File: src/core/cmr_defines.svh
/*
  Offsets, field positions, reset values and scaling figures for the charger
  monitor readback registers. Assumes inclusion by bare name.
*/
`ifndef CMR_DEFINES_SVH
`define CMR_DEFINES_SVH

// Command codes of the four readback registers
`define CMR_OFS_APPLIED_LIMIT  8'h22
`define CMR_OFS_VOLT_POWER     8'h23
`define CMR_OFS_BATT_CURRENT   8'h24
`define CMR_OFS_INPUT_CURRENT_CMP 8'h25

// Reset values
`define CMR_RST_APPLIED_LIMIT  16'h4100
`define CMR_RST_RESULT         16'h0000
// Code field of the limit reset value, so the code port agrees with the register
`define CMR_RST_LIMIT_CODE     7'h41

// Field positions
`define CMR_LIMIT_MSB          14
`define CMR_LIMIT_LSB          8
`define CMR_RESERVED_TOP       15
`define CMR_HI_MSB             15
`define CMR_HI_LSB             8
`define CMR_CHG_MSB            14
`define CMR_DCHG_MSB           6

// Scaling, reference only: mA or mV per step, or full span, at 10 mohm / range select 0 (RS1 names range select 1)
`define CMR_LIMIT_STEP_MA      50
`define CMR_INPUT_VOLTAGE_STEP_MV     96
`define CMR_INPUT_VOLTAGE_SPAN_MV     24480
`define CMR_SYSTEM_POWER_STEP_RS1_MV  12
`define CMR_SYSTEM_POWER_STEP_RS0_MV  8
`define CMR_CHARGE_CURRENT_STEP_MA    64
`define CMR_DISCHARGE_CURRENT_STEP_MA 256
`define CMR_INPUT_CURRENT_STEP_MA     50

`endif

File: src/core/cmr_pkg.sv
/*
  Types for the charger monitor readback registers.
  Assumes cmr_defines.svh supplies the numeric constants.
*/
package cmr_pkg;
  // One register access from the serial command decoder
  typedef struct packed {
    logic       rd;
    logic       wr;
    logic [7:0] cmd;
    logic [15:0] wdata;
  } cmr_access_s;

  // New conversion results, with one update strobe per register word
  typedef struct packed {
    logic       limit_vld;
    logic [6:0] limit_code;
    logic       optimizer_done;
    logic       volt_power_vld;
    logic [7:0] input_voltage;
    logic [7:0] system_power;
    logic       ibat_vld;
    logic [6:0] charge_current;
    logic [6:0] discharge_current;
    logic       in_current_cmp_vld;
    logic [7:0] input_current;
    logic [7:0] comparator_input_voltage;
  } cmr_results_s;
endpackage

File: src/core/cmr_regs.sv
/*
  Read-only monitor register bank of a charge controller: applied input
  limit, and the three converter result words. Assumes a serial command
  decoder on the same clock presents one-cycle read/write strobes with a
  command code, and that the converter and optimizer deliver results on
  the same clock with one-cycle valid strobes. The host applies the sense
  resistor and converter range scaling itself; reset is asynchronous.
*/
`timescale 1ns/10ps
`include "cmr_defines.svh"

module cmr_regs (
  // Clock and reset
  input  wire logic                  clk,
  input  wire logic                  arst_n,
  // Register access
  input  wire cmr_pkg::cmr_access_s  acc,
  output logic [15:0]                rdata,
  output logic                       rvalid,
  output logic                       invalid_write,
  // Result sources
  input  wire cmr_pkg::cmr_results_s res,
  input  wire logic [6:0]            host_limit_code,
  // Limit currently applied by regulation
  output logic [6:0]                 applied_limit_code
);
  import cmr_pkg::*;

  ////////////////////////////////////////////////////////////////////////////
  // Storage
  logic [15:0] applied_limit;
  logic [15:0] bus_voltage_power_result;
  logic [15:0] battery_current_result;
  logic [15:0] input_current_comparator_result;
  logic        optimizer_ran;

  // Scaling (step size per resistor / range select) is applied by the host;
  // the raw codes are stored untouched so one bank serves every setting.
  // Before the optimizer has run the host limit is in force; afterwards only
  // optimizer results move it, so a later host limit change cannot undo it.
  wire [6:0]  next_limit_code = (optimizer_ran || res.optimizer_done)
                                ? (res.limit_vld ? res.limit_code
                                   : applied_limit[`CMR_LIMIT_MSB:`CMR_LIMIT_LSB])
                                : host_limit_code;
  wire [15:0] next_applied    = {1'b0, next_limit_code, 8'h00};
  // Input voltage above, system power below; range select only rescales
  wire [15:0] next_vp         = {res.input_voltage, res.system_power};
  // Discharge code is saturated by the converter; all-ones stays all-ones
  wire [15:0] next_ibat       = {1'b0, res.charge_current,
                                 1'b0, res.discharge_current};
  wire [15:0] next_iic        = {res.input_current, res.comparator_input_voltage};

  wire        sel_limit = acc.cmd == `CMR_OFS_APPLIED_LIMIT;
  wire        sel_vp    = acc.cmd == `CMR_OFS_VOLT_POWER;
  wire        sel_ibat  = acc.cmd == `CMR_OFS_BATT_CURRENT;
  wire        sel_iic   = acc.cmd == `CMR_OFS_INPUT_CURRENT_CMP;
  wire [15:0] rd_mux    = sel_limit ? applied_limit :
                          sel_vp    ? bus_voltage_power_result :
                          sel_ibat  ? battery_current_result :
                          sel_iic   ? input_current_comparator_result : 16'h0000;
  wire        bad_wr    = acc.wr && sel_limit && acc.wdata[`CMR_RESERVED_TOP];

  ////////////////////////////////////////////////////////////////////////////
  // Registers: result words load only on their strobes, the limit every cycle; never from writes
  always_ff @(posedge clk or negedge arst_n) begin
    if (!arst_n) begin
      optimizer_ran                   <= 1'b0;
      applied_limit                   <= `CMR_RST_APPLIED_LIMIT;
      bus_voltage_power_result        <= `CMR_RST_RESULT;
      battery_current_result          <= `CMR_RST_RESULT;
      input_current_comparator_result <= `CMR_RST_RESULT;
    end else begin
      optimizer_ran <= optimizer_ran | res.optimizer_done;
      applied_limit <= next_applied;
      if (res.volt_power_vld) begin
        bus_voltage_power_result <= next_vp;
      end
      if (res.ibat_vld) begin
        battery_current_result <= next_ibat;
      end
      if (res.in_current_cmp_vld) begin
        input_current_comparator_result <= next_iic;
      end
    end
  end

  ////////////////////////////////////////////////////////////////////////////
  // Read port and status outputs
  always_ff @(posedge clk or negedge arst_n) begin
    if (!arst_n) begin
      rdata              <= 16'h0000;
      rvalid             <= 1'b0;
      invalid_write      <= 1'b0;
      applied_limit_code <= `CMR_RST_LIMIT_CODE;
    end else begin
      rvalid             <= acc.rd;
      rdata              <= acc.rd ? rd_mux : rdata;
      invalid_write      <= bad_wr;
      applied_limit_code <= next_limit_code;
    end
  end

  ////////////////////////////////////////////////////////////////////////////
  // Checks
  a_limit_reserved_zero: assert property (@(posedge clk) disable iff (!arst_n)
    applied_limit[15] == 1'b0 && applied_limit[7:0] == 8'h00)
    else $error("reserved bits of limit register not zero");
  // The release edge still shows the reset value, so it starts no attempt
  a_limit_follows_host: assert property (@(posedge clk) disable iff (!arst_n)
    arst_n && !optimizer_ran && !res.optimizer_done |=>
    applied_limit[14:8] == $past(host_limit_code))
    else $error("limit register does not follow host limit");
  a_optimizer_wins: assert property (@(posedge clk) disable iff (!arst_n)
    optimizer_ran && res.limit_vld |=> applied_limit[14:8] == $past(res.limit_code))
    else $error("optimizer limit not reported");
  a_optimizer_holds: assert property (@(posedge clk) disable iff (!arst_n)
    optimizer_ran && !res.limit_vld |=> $stable(applied_limit))
    else $error("limit changed without optimizer result");
  a_vp_layout: assert property (@(posedge clk) disable iff (!arst_n)
    res.volt_power_vld |=>
    bus_voltage_power_result == {$past(res.input_voltage), $past(res.system_power)})
    else $error("voltage/power word wrong");
  a_ibat_reserved: assert property (@(posedge clk) disable iff (!arst_n)
    !battery_current_result[15] && !battery_current_result[7])
    else $error("battery current reserved bit set");
  a_ibat_layout: assert property (@(posedge clk) disable iff (!arst_n)
    res.ibat_vld |=> battery_current_result[6:0] == $past(res.discharge_current))
    else $error("discharge field wrong");
  a_iic_layout: assert property (@(posedge clk) disable iff (!arst_n)
    res.in_current_cmp_vld |=> input_current_comparator_result ==
    {$past(res.input_current), $past(res.comparator_input_voltage)})
    else $error("input current word wrong");
  a_write_ignored: assert property (@(posedge clk) disable iff (!arst_n)
    acc.wr && !res.in_current_cmp_vld |=> $stable(input_current_comparator_result))
    else $error("write altered a result register");
  a_read_data: assert property (@(posedge clk) disable iff (!arst_n)
    acc.rd && sel_vp |=> rvalid && rdata == $past(bus_voltage_power_result))
    else $error("read data mismatch");
  a_invalid_flag: assert property (@(posedge clk) disable iff (!arst_n)
    acc.wr && sel_limit && acc.wdata[15] |=> invalid_write)
    else $error("invalid write not flagged");

  ////////////////////////////////////////////////////////////////////////////
  // Checks on the limit source
  a_limit_code_port: assert property (@(posedge clk) disable iff (!arst_n)
    applied_limit_code == applied_limit[14:8])
    else $error("limit code port differs from limit register");
  a_limit_same_cycle: assert property (@(posedge clk) disable iff (!arst_n)
    !optimizer_ran && res.optimizer_done && res.limit_vld |=>
    applied_limit[14:8] == $past(res.limit_code))
    else $error("first optimizer limit not reported");
  a_host_ignored: assert property (@(posedge clk) disable iff (!arst_n)
    optimizer_ran && !res.limit_vld |=> $stable(applied_limit_code))
    else $error("host limit leaked past optimizer");

  ////////////////////////////////////////////////////////////////////////////
  // Checks on the result words
  a_power_field: assert property (@(posedge clk) disable iff (!arst_n)
    res.volt_power_vld |=> bus_voltage_power_result[7:0] == $past(res.system_power))
    else $error("system power field wrong");
  a_charge_field: assert property (@(posedge clk) disable iff (!arst_n)
    res.ibat_vld |=> battery_current_result[14:8] == $past(res.charge_current))
    else $error("charge current field wrong");
  a_cmp_field: assert property (@(posedge clk) disable iff (!arst_n)
    res.in_current_cmp_vld |=>
    input_current_comparator_result[7:0] == $past(res.comparator_input_voltage))
    else $error("comparator voltage field wrong");
  a_vp_holds: assert property (@(posedge clk) disable iff (!arst_n)
    !res.volt_power_vld |=> $stable(bus_voltage_power_result))
    else $error("voltage/power word moved without strobe");
  a_ibat_holds: assert property (@(posedge clk) disable iff (!arst_n)
    !res.ibat_vld |=> $stable(battery_current_result))
    else $error("battery current word moved without strobe");
  a_iic_holds: assert property (@(posedge clk) disable iff (!arst_n)
    !res.in_current_cmp_vld |=> $stable(input_current_comparator_result))
    else $error("input current word moved without strobe");

  ////////////////////////////////////////////////////////////////////////////
  // Checks on the read port
  a_rvalid_set: assert property (@(posedge clk) disable iff (!arst_n)
    acc.rd |=> rvalid)
    else $error("read not answered");
  a_rvalid_clear: assert property (@(posedge clk) disable iff (!arst_n)
    !acc.rd |=> !rvalid)
    else $error("read answered without request");
  a_rdata_holds: assert property (@(posedge clk) disable iff (!arst_n)
    !acc.rd |=> $stable(rdata))
    else $error("read data moved without read");
  a_read_limit: assert property (@(posedge clk) disable iff (!arst_n)
    acc.rd && sel_limit |=> rdata == $past(applied_limit))
    else $error("limit read mismatch");
  a_read_reserved: assert property (@(posedge clk) disable iff (!arst_n)
    acc.rd && sel_limit |=> rdata[15] == 1'b0 && rdata[7:0] == 8'h00)
    else $error("limit read shows reserved bits");
  a_read_ibat: assert property (@(posedge clk) disable iff (!arst_n)
    acc.rd && sel_ibat |=> rdata == $past(battery_current_result))
    else $error("battery current read mismatch");
  a_read_iic: assert property (@(posedge clk) disable iff (!arst_n)
    acc.rd && sel_iic |=> rdata == $past(input_current_comparator_result))
    else $error("input current read mismatch");
  a_read_unmapped: assert property (@(posedge clk) disable iff (!arst_n)
    acc.rd && !sel_limit && !sel_vp && !sel_ibat && !sel_iic |=>
    rdata == 16'h0000)
    else $error("unmapped read not zero");
  a_invalid_clear: assert property (@(posedge clk) disable iff (!arst_n)
    !(acc.wr && sel_limit && acc.wdata[15]) |=> !invalid_write)
    else $error("invalid write flagged without cause");
endmodule

File: config.mk
export PLATFORM = sky130hd
export DESIGN_NAME = cmr_regs
export DESIGN_NICKNAME = d
export VERILOG_FILES = /design/src/core/cmr_pkg.sv /design/src/core/cmr_regs.sv
export VERILOG_INCLUDE_DIRS = /design/src /design/src/core
export SDC_FILE = /design/constraint.sdc
export NUM_CORES = 1
export LEC_CHECK = 0
export BUFFER_PORTS_ARGS = -buffer_cell sky130_fd_sc_hd__buf_2
export CAP_MARGIN = 40
export CORE_ASPECT_RATIO = 1.2
export CORE_MARGIN = 2
export CORE_UTILIZATION = 40
export CTS_CLUSTER_DIAMETER = 40
export DETAILED_ROUTE_END_ITERATION = 10
export GPL_TIMING_DRIVEN = 0
export PLACE_DENSITY = 0.73
export RECOVER_POWER = 25
export SYNTH_ARGS = -nofsm -noshare
export SYNTH_HDL_FRONTEND = slang
export SYNTH_SLANG_ARGS = --single-unit
export TNS_END_PERCENT = 20
File: constraint.sdc
create_clock -name clk -period 1.5 [get_ports clk]
set_input_delay 0.3 -clock clk [delete_from_list [all_inputs] [get_ports clk]]
set_output_delay 0.3 -clock clk [all_outputs]
set_load 0.01 [all_outputs]
Yosys cells after proc, flatten, opt, wreduce, memory -nomap -nowiden

Cells that the tools add are included.

Add/sub/neg operators: 0
Multipliers: 0
Divide/modulo/power cells: 0
Magnitude comparators: 0
Equality and inequality tests: 5
Shifts and indexed selects: 0
Mux-type cells: 6
Bitwise gates (word level): 1
Reduce and logical (&&, ||, !) cells: 3

Operators with widths:

| operator           | count |
|---|---|
| $mux 16            | 4 |
| $eq 8x6->1 const B | 4 |
| $mux 7             | 2 |
| $logic_and 1x1->1  | 2 |
| $ne 2x2->1 const B | 1 |
| $logic_or 1x1->1   | 1 |
| $or 1x1->1         | 1 |

Register bits after elaboration: 72
Bits in latches: 0
Memory bits (writable): 0
ROM bits: 0
Input port bits: 93
Word-level logic and storage cells: 23
Memories: 0

Depth between registers and ports, before layout

Word-level depth: 5
Gate-level depth with buffers: 6

Least setup slack after synthesis

Ideal clock, no wire load.

Kind: input -> register
Start point: input port acc[20] (netlist bit)
End point: register rdata[4]
Data arrival time: 1.280 ns
Data required time: 1.404 ns
Setup slack: 0.125 ns
Stages: 6
Path buffers: 2
Path through: nor4_4 > and3_1 > buf_6 > buf_12 > a21oi_1 > a311oi_2

Cells in the longest elaborated chain, start to end: 5
Elaborated cells between the ends (all ways): 8
Those cells by class: eq/ne: 4; mux: 4

RTL lines:

| item                 | RTL line       | text |
|---|---|---|
| start, declared      | cmr_regs.sv:17 | `input wire cmr_pkg::cmr_access_s acc,` |
| $eq 8x6->1 (no line) | -              |  |
| $mux 16              | cmr_regs.sv:60 | `sel_iic ? input_current_comparator_result : 16'h0000;` |
| $mux 16              | cmr_regs.sv:59 | `sel_ibat ? battery_current_result :` |
| $mux 16              | cmr_regs.sv:58 | `sel_vp ? bus_voltage_power_result :` |
| $mux 16 (*)          | cmr_regs.sv:57 | `wire [15:0] rd_mux = sel_limit ? applied_limit :` |
| end signal, assigned | cmr_regs.sv:97 | `rdata <= acc.rd ? rd_mux : rdata;` |
| end, declared        | cmr_regs.sv:18 | `output logic [15:0] rdata,` |

Every way passes the cells marked *; elsewhere a longest branch is shown, timed or not.
A chain may end at the register's enable or synchronous reset.

Worst setup path in the final report

Start point: register optimizer_ran
End point: register applied_limit[12]

Cells in the longest elaborated chain, start to end: 2
Elaborated cells between the ends (all ways): 3
Those cells by class: eq/ne: 1; mux: 1; reduce/logical: 1

RTL lines:

| item                                                  | RTL line       | text |
|---|---|---|
| start, declared                                       | cmr_regs.sv:35 | `logic optimizer_ran;` |
| start signal, assigned                                | cmr_regs.sv:73 | `optimizer_ran <= optimizer_ran \| res.optimizer_done;` |
| $logic_or 1x1->1 (*)                                  | cmr_regs.sv:41 | `wire [6:0] next_limit_code = (optimizer_ran \|\| res.optimizer_done)` |
| $ne 2x2->1 (no line) / $mux 7 (equally long branches) | -              |  |
| end signal, assigned                                  | cmr_regs.sv:68 | `` applied_limit <= `CMR_RST_APPLIED_LIMIT; `` |
| end signal, assigned                                  | cmr_regs.sv:74 | `applied_limit <= next_applied;` |
| end, declared                                         | cmr_regs.sv:31 | `logic [15:0] applied_limit;` |

Marked as above.

==> results_dict.tcl <==
set metrics [dict create \
    run_status "finished, final reports clean" \
    post_cts_resize_count 0 \
    final.setup.tns_ns 0 \
    insertion_delay_ns 0.35 \
    yosys_warnings 0 \
    critPathTopFamily "simple AND/OR/NAND/NOR gates" \
    finalCriticalPeriod_ns 1.34 \
    final.setup.worst_slack_ns 0.158 \
    grt_start_max_net_pins 39 \
    vdd_drop_max_mv 0.575 \
    clock_buffers_created_by_tritoncts 9 \
    startpoint "optimizer_ran" \
    report.final.hold_viol_count 0 \
    antenna_cells 0 \
    synth_xor_area_share_pct 0 \
    switch_share_pct 24.8 \
    timing.final.max_slew_violations 0 \
    start_util_pct 41.8 \
    detail-route-antenna-nets 0 \
    worst-path-max-fanout 10 \
    nFillCells 697 \
    hp-class "in -> reg" \
    worstPathRequired_ns 1.70 \
    slowest_delay_ns 0.35 \
    synth-seq-cells 72 \
    placement.io_buffers 99 \
    postCtsSetupBuffers 0 \
    netSwitchingPower_w 0.00107 \
    ctsLongestPathBuffers 2 \
    slew_headroom_pct 51.4 \
    synth_simple_gate_area_share_pct 4.75 \
    post_drt_via_cell_ratio 5.13 \
    endpoint_class_of_the_critical_path "register" \
    rsz_0062_raised_after_global_routing "false" \
    io-pin-count 118 \
    number_of_global_route_vias_before_repair 2465 \
    drt_first_pass_iters 4 \
    most_used_cell_cp "sky130_fd_sc_hd__clkbuf_1" \
    critical_path_arrival_ns 1.55 \
    pwr_density_cell_mw_per_mm2 1060 \
    synthAdderAreaFrac_pct 0 \
    antenna_found_initial 1 \
    clock_pin_slew_on_the_worst_setup_and_hold_paths_ns 0.08 \
    post_synth_mux_area_share_pct 27.3 \
    synth_cell_types 27 \
    path_buf_inv 2 \
    iteration_0_drc_markers 97 \
    reg2reg_slack_ns 0.16 \
    r2r.worst_path.cells 5 \
    global_route.usage.total_pct 18.2 \
    synth_compound_gate_area_share_pct 8.46 \
    ctsHtreeMaxLevel 3 \
    post-route-util_pct 52.5 \
    min_from "acc[25]" \
    critical_path.reg2reg.startpoint "optimizer_ran" \
    die_width_um 86.2 \
    tritoncts "built" \
    cts_root_buf "sky130_fd_sc_hd__clkbuf_8" \
    max_freq_mhz 745 \
    globalRouteOverflowTotal 0 \
    leakage_nw 1.93 \
    criticalPathCategory "reg -> reg" \
    share_of_layout_cells_above_drive_strength_1_pct 54.6 \
    synth-seq-area-share_pct 55.7 \
    sequentialPowerShare_pct 51.0 \
    core_footprint_mm2 0.00775 \
    nNetsFinal 443 \
    worst_pin_slew_ns 0.729 \
    vias 2292 \
    wire_length_of_the_first_global_routing_pass_mm 12.1 \
    detail_route.wirelength_mm 7.46 \
    remaining_drc_errors 0 \
    power.share.combinational_pct 14.1 \
    power.total_w 0.00433 \
    syn_to_final_growth_pct 25.7 \
    endpoint "applied_limit[12]" \
    clkSinkCount 72 \
    detail_route.wl_per_cell_um 16.7 \
    crit_start_category "register" \
    die_area_mm2 0.00884 \
    chipHeight_um 103 \
    detailedPlacementHpwl_mm 5.59 \
    cp_cell_sequence "or2_2, clkbuf_1, clkbuf_1, nor2_1, a21oi_1" \
    finalCritPeriodShare_pct 89.5 \
    setup_violations 0 \
    critical-path-slowest-cell "sky130_fd_sc_hd__dfrtp_1" \
    internal_power_w 0.00326 \
    dpl_worst_slack_ns -0.147 \
    post_synth_inst_count 238 \
    max_cap_check_violation_count 0 \
    cp.depth 5 \
    gp_congestion 0.731 \
    finalClockSkew_ns 0.0107 \
    clockPowerShare_pct 34.9 \
    syn-cell-area_mm2 0.00324 \
    synthesis.nets 331 \
    synth.avg_cell_area_um2 13.6 \
    synth_top_family_by_area "multiplexers" \
    num_rows 35 \
    r2r-end "applied_limit[12]" \
    ctsHoldBuffers 1 \
]
## cell usage after synthesis (all sizes together)
library cell / count / area, µm²
dfrtp: 70 / 1750
mux2: 60 / 676
mux2i: 21 / 210
a21oi: 15 / 86.3
nor2: 14 / 52.6
buf: 11 / 87.6
nand2: 9 / 33.8
a311oi: 7 / 80.1
a32oi: 7 / 61.3
clkbuf: 7 / 26.3
a22o: 2 / 17.5
and3: 2 / 13.8
dfstp: 2 / 52.6
inv: 2 / 7.51
nor2b: 2 / 12.5
o2bb2ai: 2 / 17.5
a41o: 1 / 11.3
and4: 1 / 8.76
nand3: 1 / 5.00
nor4: 1 / 21.3
or2: 1 / 6.26
## layout make-up
| type | count | area (µm²) | area share, % |
|---|---|---|---|
| clock buffers | 12 | 145 | 3.56 |
| multi-input cells | 146 | 1310 | 32.3 |
| plain buffers | 18 | 114 | 2.80 |
| clock inverters | 4 | 45.0 | 1.11 |
| inverters | 2 | 7.51 | 0.184 |
| flip-flops and latches | 72 | 1800 | 44.3 |
| repair buffers | 101 | 528 | 13.0 |
| well taps | 92 | 115 | 2.83 |
## layer usage
layer	routed length, µm	GRT usage (%)	up-vias
met5	12	0	-
met4	139	6.96	2
met3	508	4.56	15
met2	3690	32.1	89
met1	3120	21.3	1097
li1	-	-	1089
## sequential cells by signal, summed over array words and instances, names as in the netlist
register                         count
invalid_write                        1
rdata                               16
input_current_comparator_result     16
applied_limit                        7
rvalid                               1
bus_voltage_power_result            16
battery_current_result              14
optimizer_ran                        1
## cells by family after synthesis
logic type,count (synthesis)
muxes,81
DFF,72
AOI/OAI and AO/OA,34
and+or+nand+nor,31
buffers and inverters,20
## per-stage QoR
stage / area, µm² / hold WS [ns] / cells
after floorplan: 3240 / 0.00441 / 238
after global placement: 3850 / 0.424 / 429
after detailed placement: 3870 / 0.303 / 430
after CTS: 4070 / 0.0633 / 447
after global routing: 4070 / 0.0541 / 447
final: 4070 / 0.0716 / 447
## worst reg2reg max path, stage by stage, from the launching register on
cell                       delay [ns]
sky130_fd_sc_hd__dfrtp_1         0.35
sky130_fd_sc_hd__or2_2           0.26
sky130_fd_sc_hd__clkbuf_1        0.16
sky130_fd_sc_hd__clkbuf_1        0.24
sky130_fd_sc_hd__nor2_1          0.14
sky130_fd_sc_hd__a21oi_1         0.06
## power by group through the flow
stage / sequential (W) / clock (W) / combinational, W
3_3_place_gp: 0.00224 / 0 / 0.000597
4_1_cts: 0.00221 / 0.00153 / 0.000623
5_1_grt: 0.00223 / 0.00165 / 0.000675
2_1_floorplan: 0.00225 / 0 / 0.000329
6_report: 0.00221 / 0.00151 / 0.000610
3_5_place_dp: 0.00225 / 0 / 0.000619
## how the worst min path moves through the flow
stage                              endpoint  cells after the start
after floorplan           applied_limit[10]                      0
after global placement               rvalid                      1
after detailed placement             rvalid                      1
after CTS                            rvalid                      1
after global routing                 rvalid                      1
final                                rvalid                      1
## cell usage in the layout, fill, tap and decap left out, drive strengths merged, types with 2 or more instances in the layout
cell     Yosys  final
o2bb2ai      2      2
buf         11    111
nor2        14     14
a21oi       15     15
nor2b        2      2
inv          2      2
clkinv       0      3
a32oi        7      7
and3         2      2
mux2        60     60
a22o         2      2
clkbuf       7     19
dfstp        2      2
mux2i       21     21
a311oi       7      7
nand2        9      9
dfrtp       70     70
(Power assumes the default switching activity.)
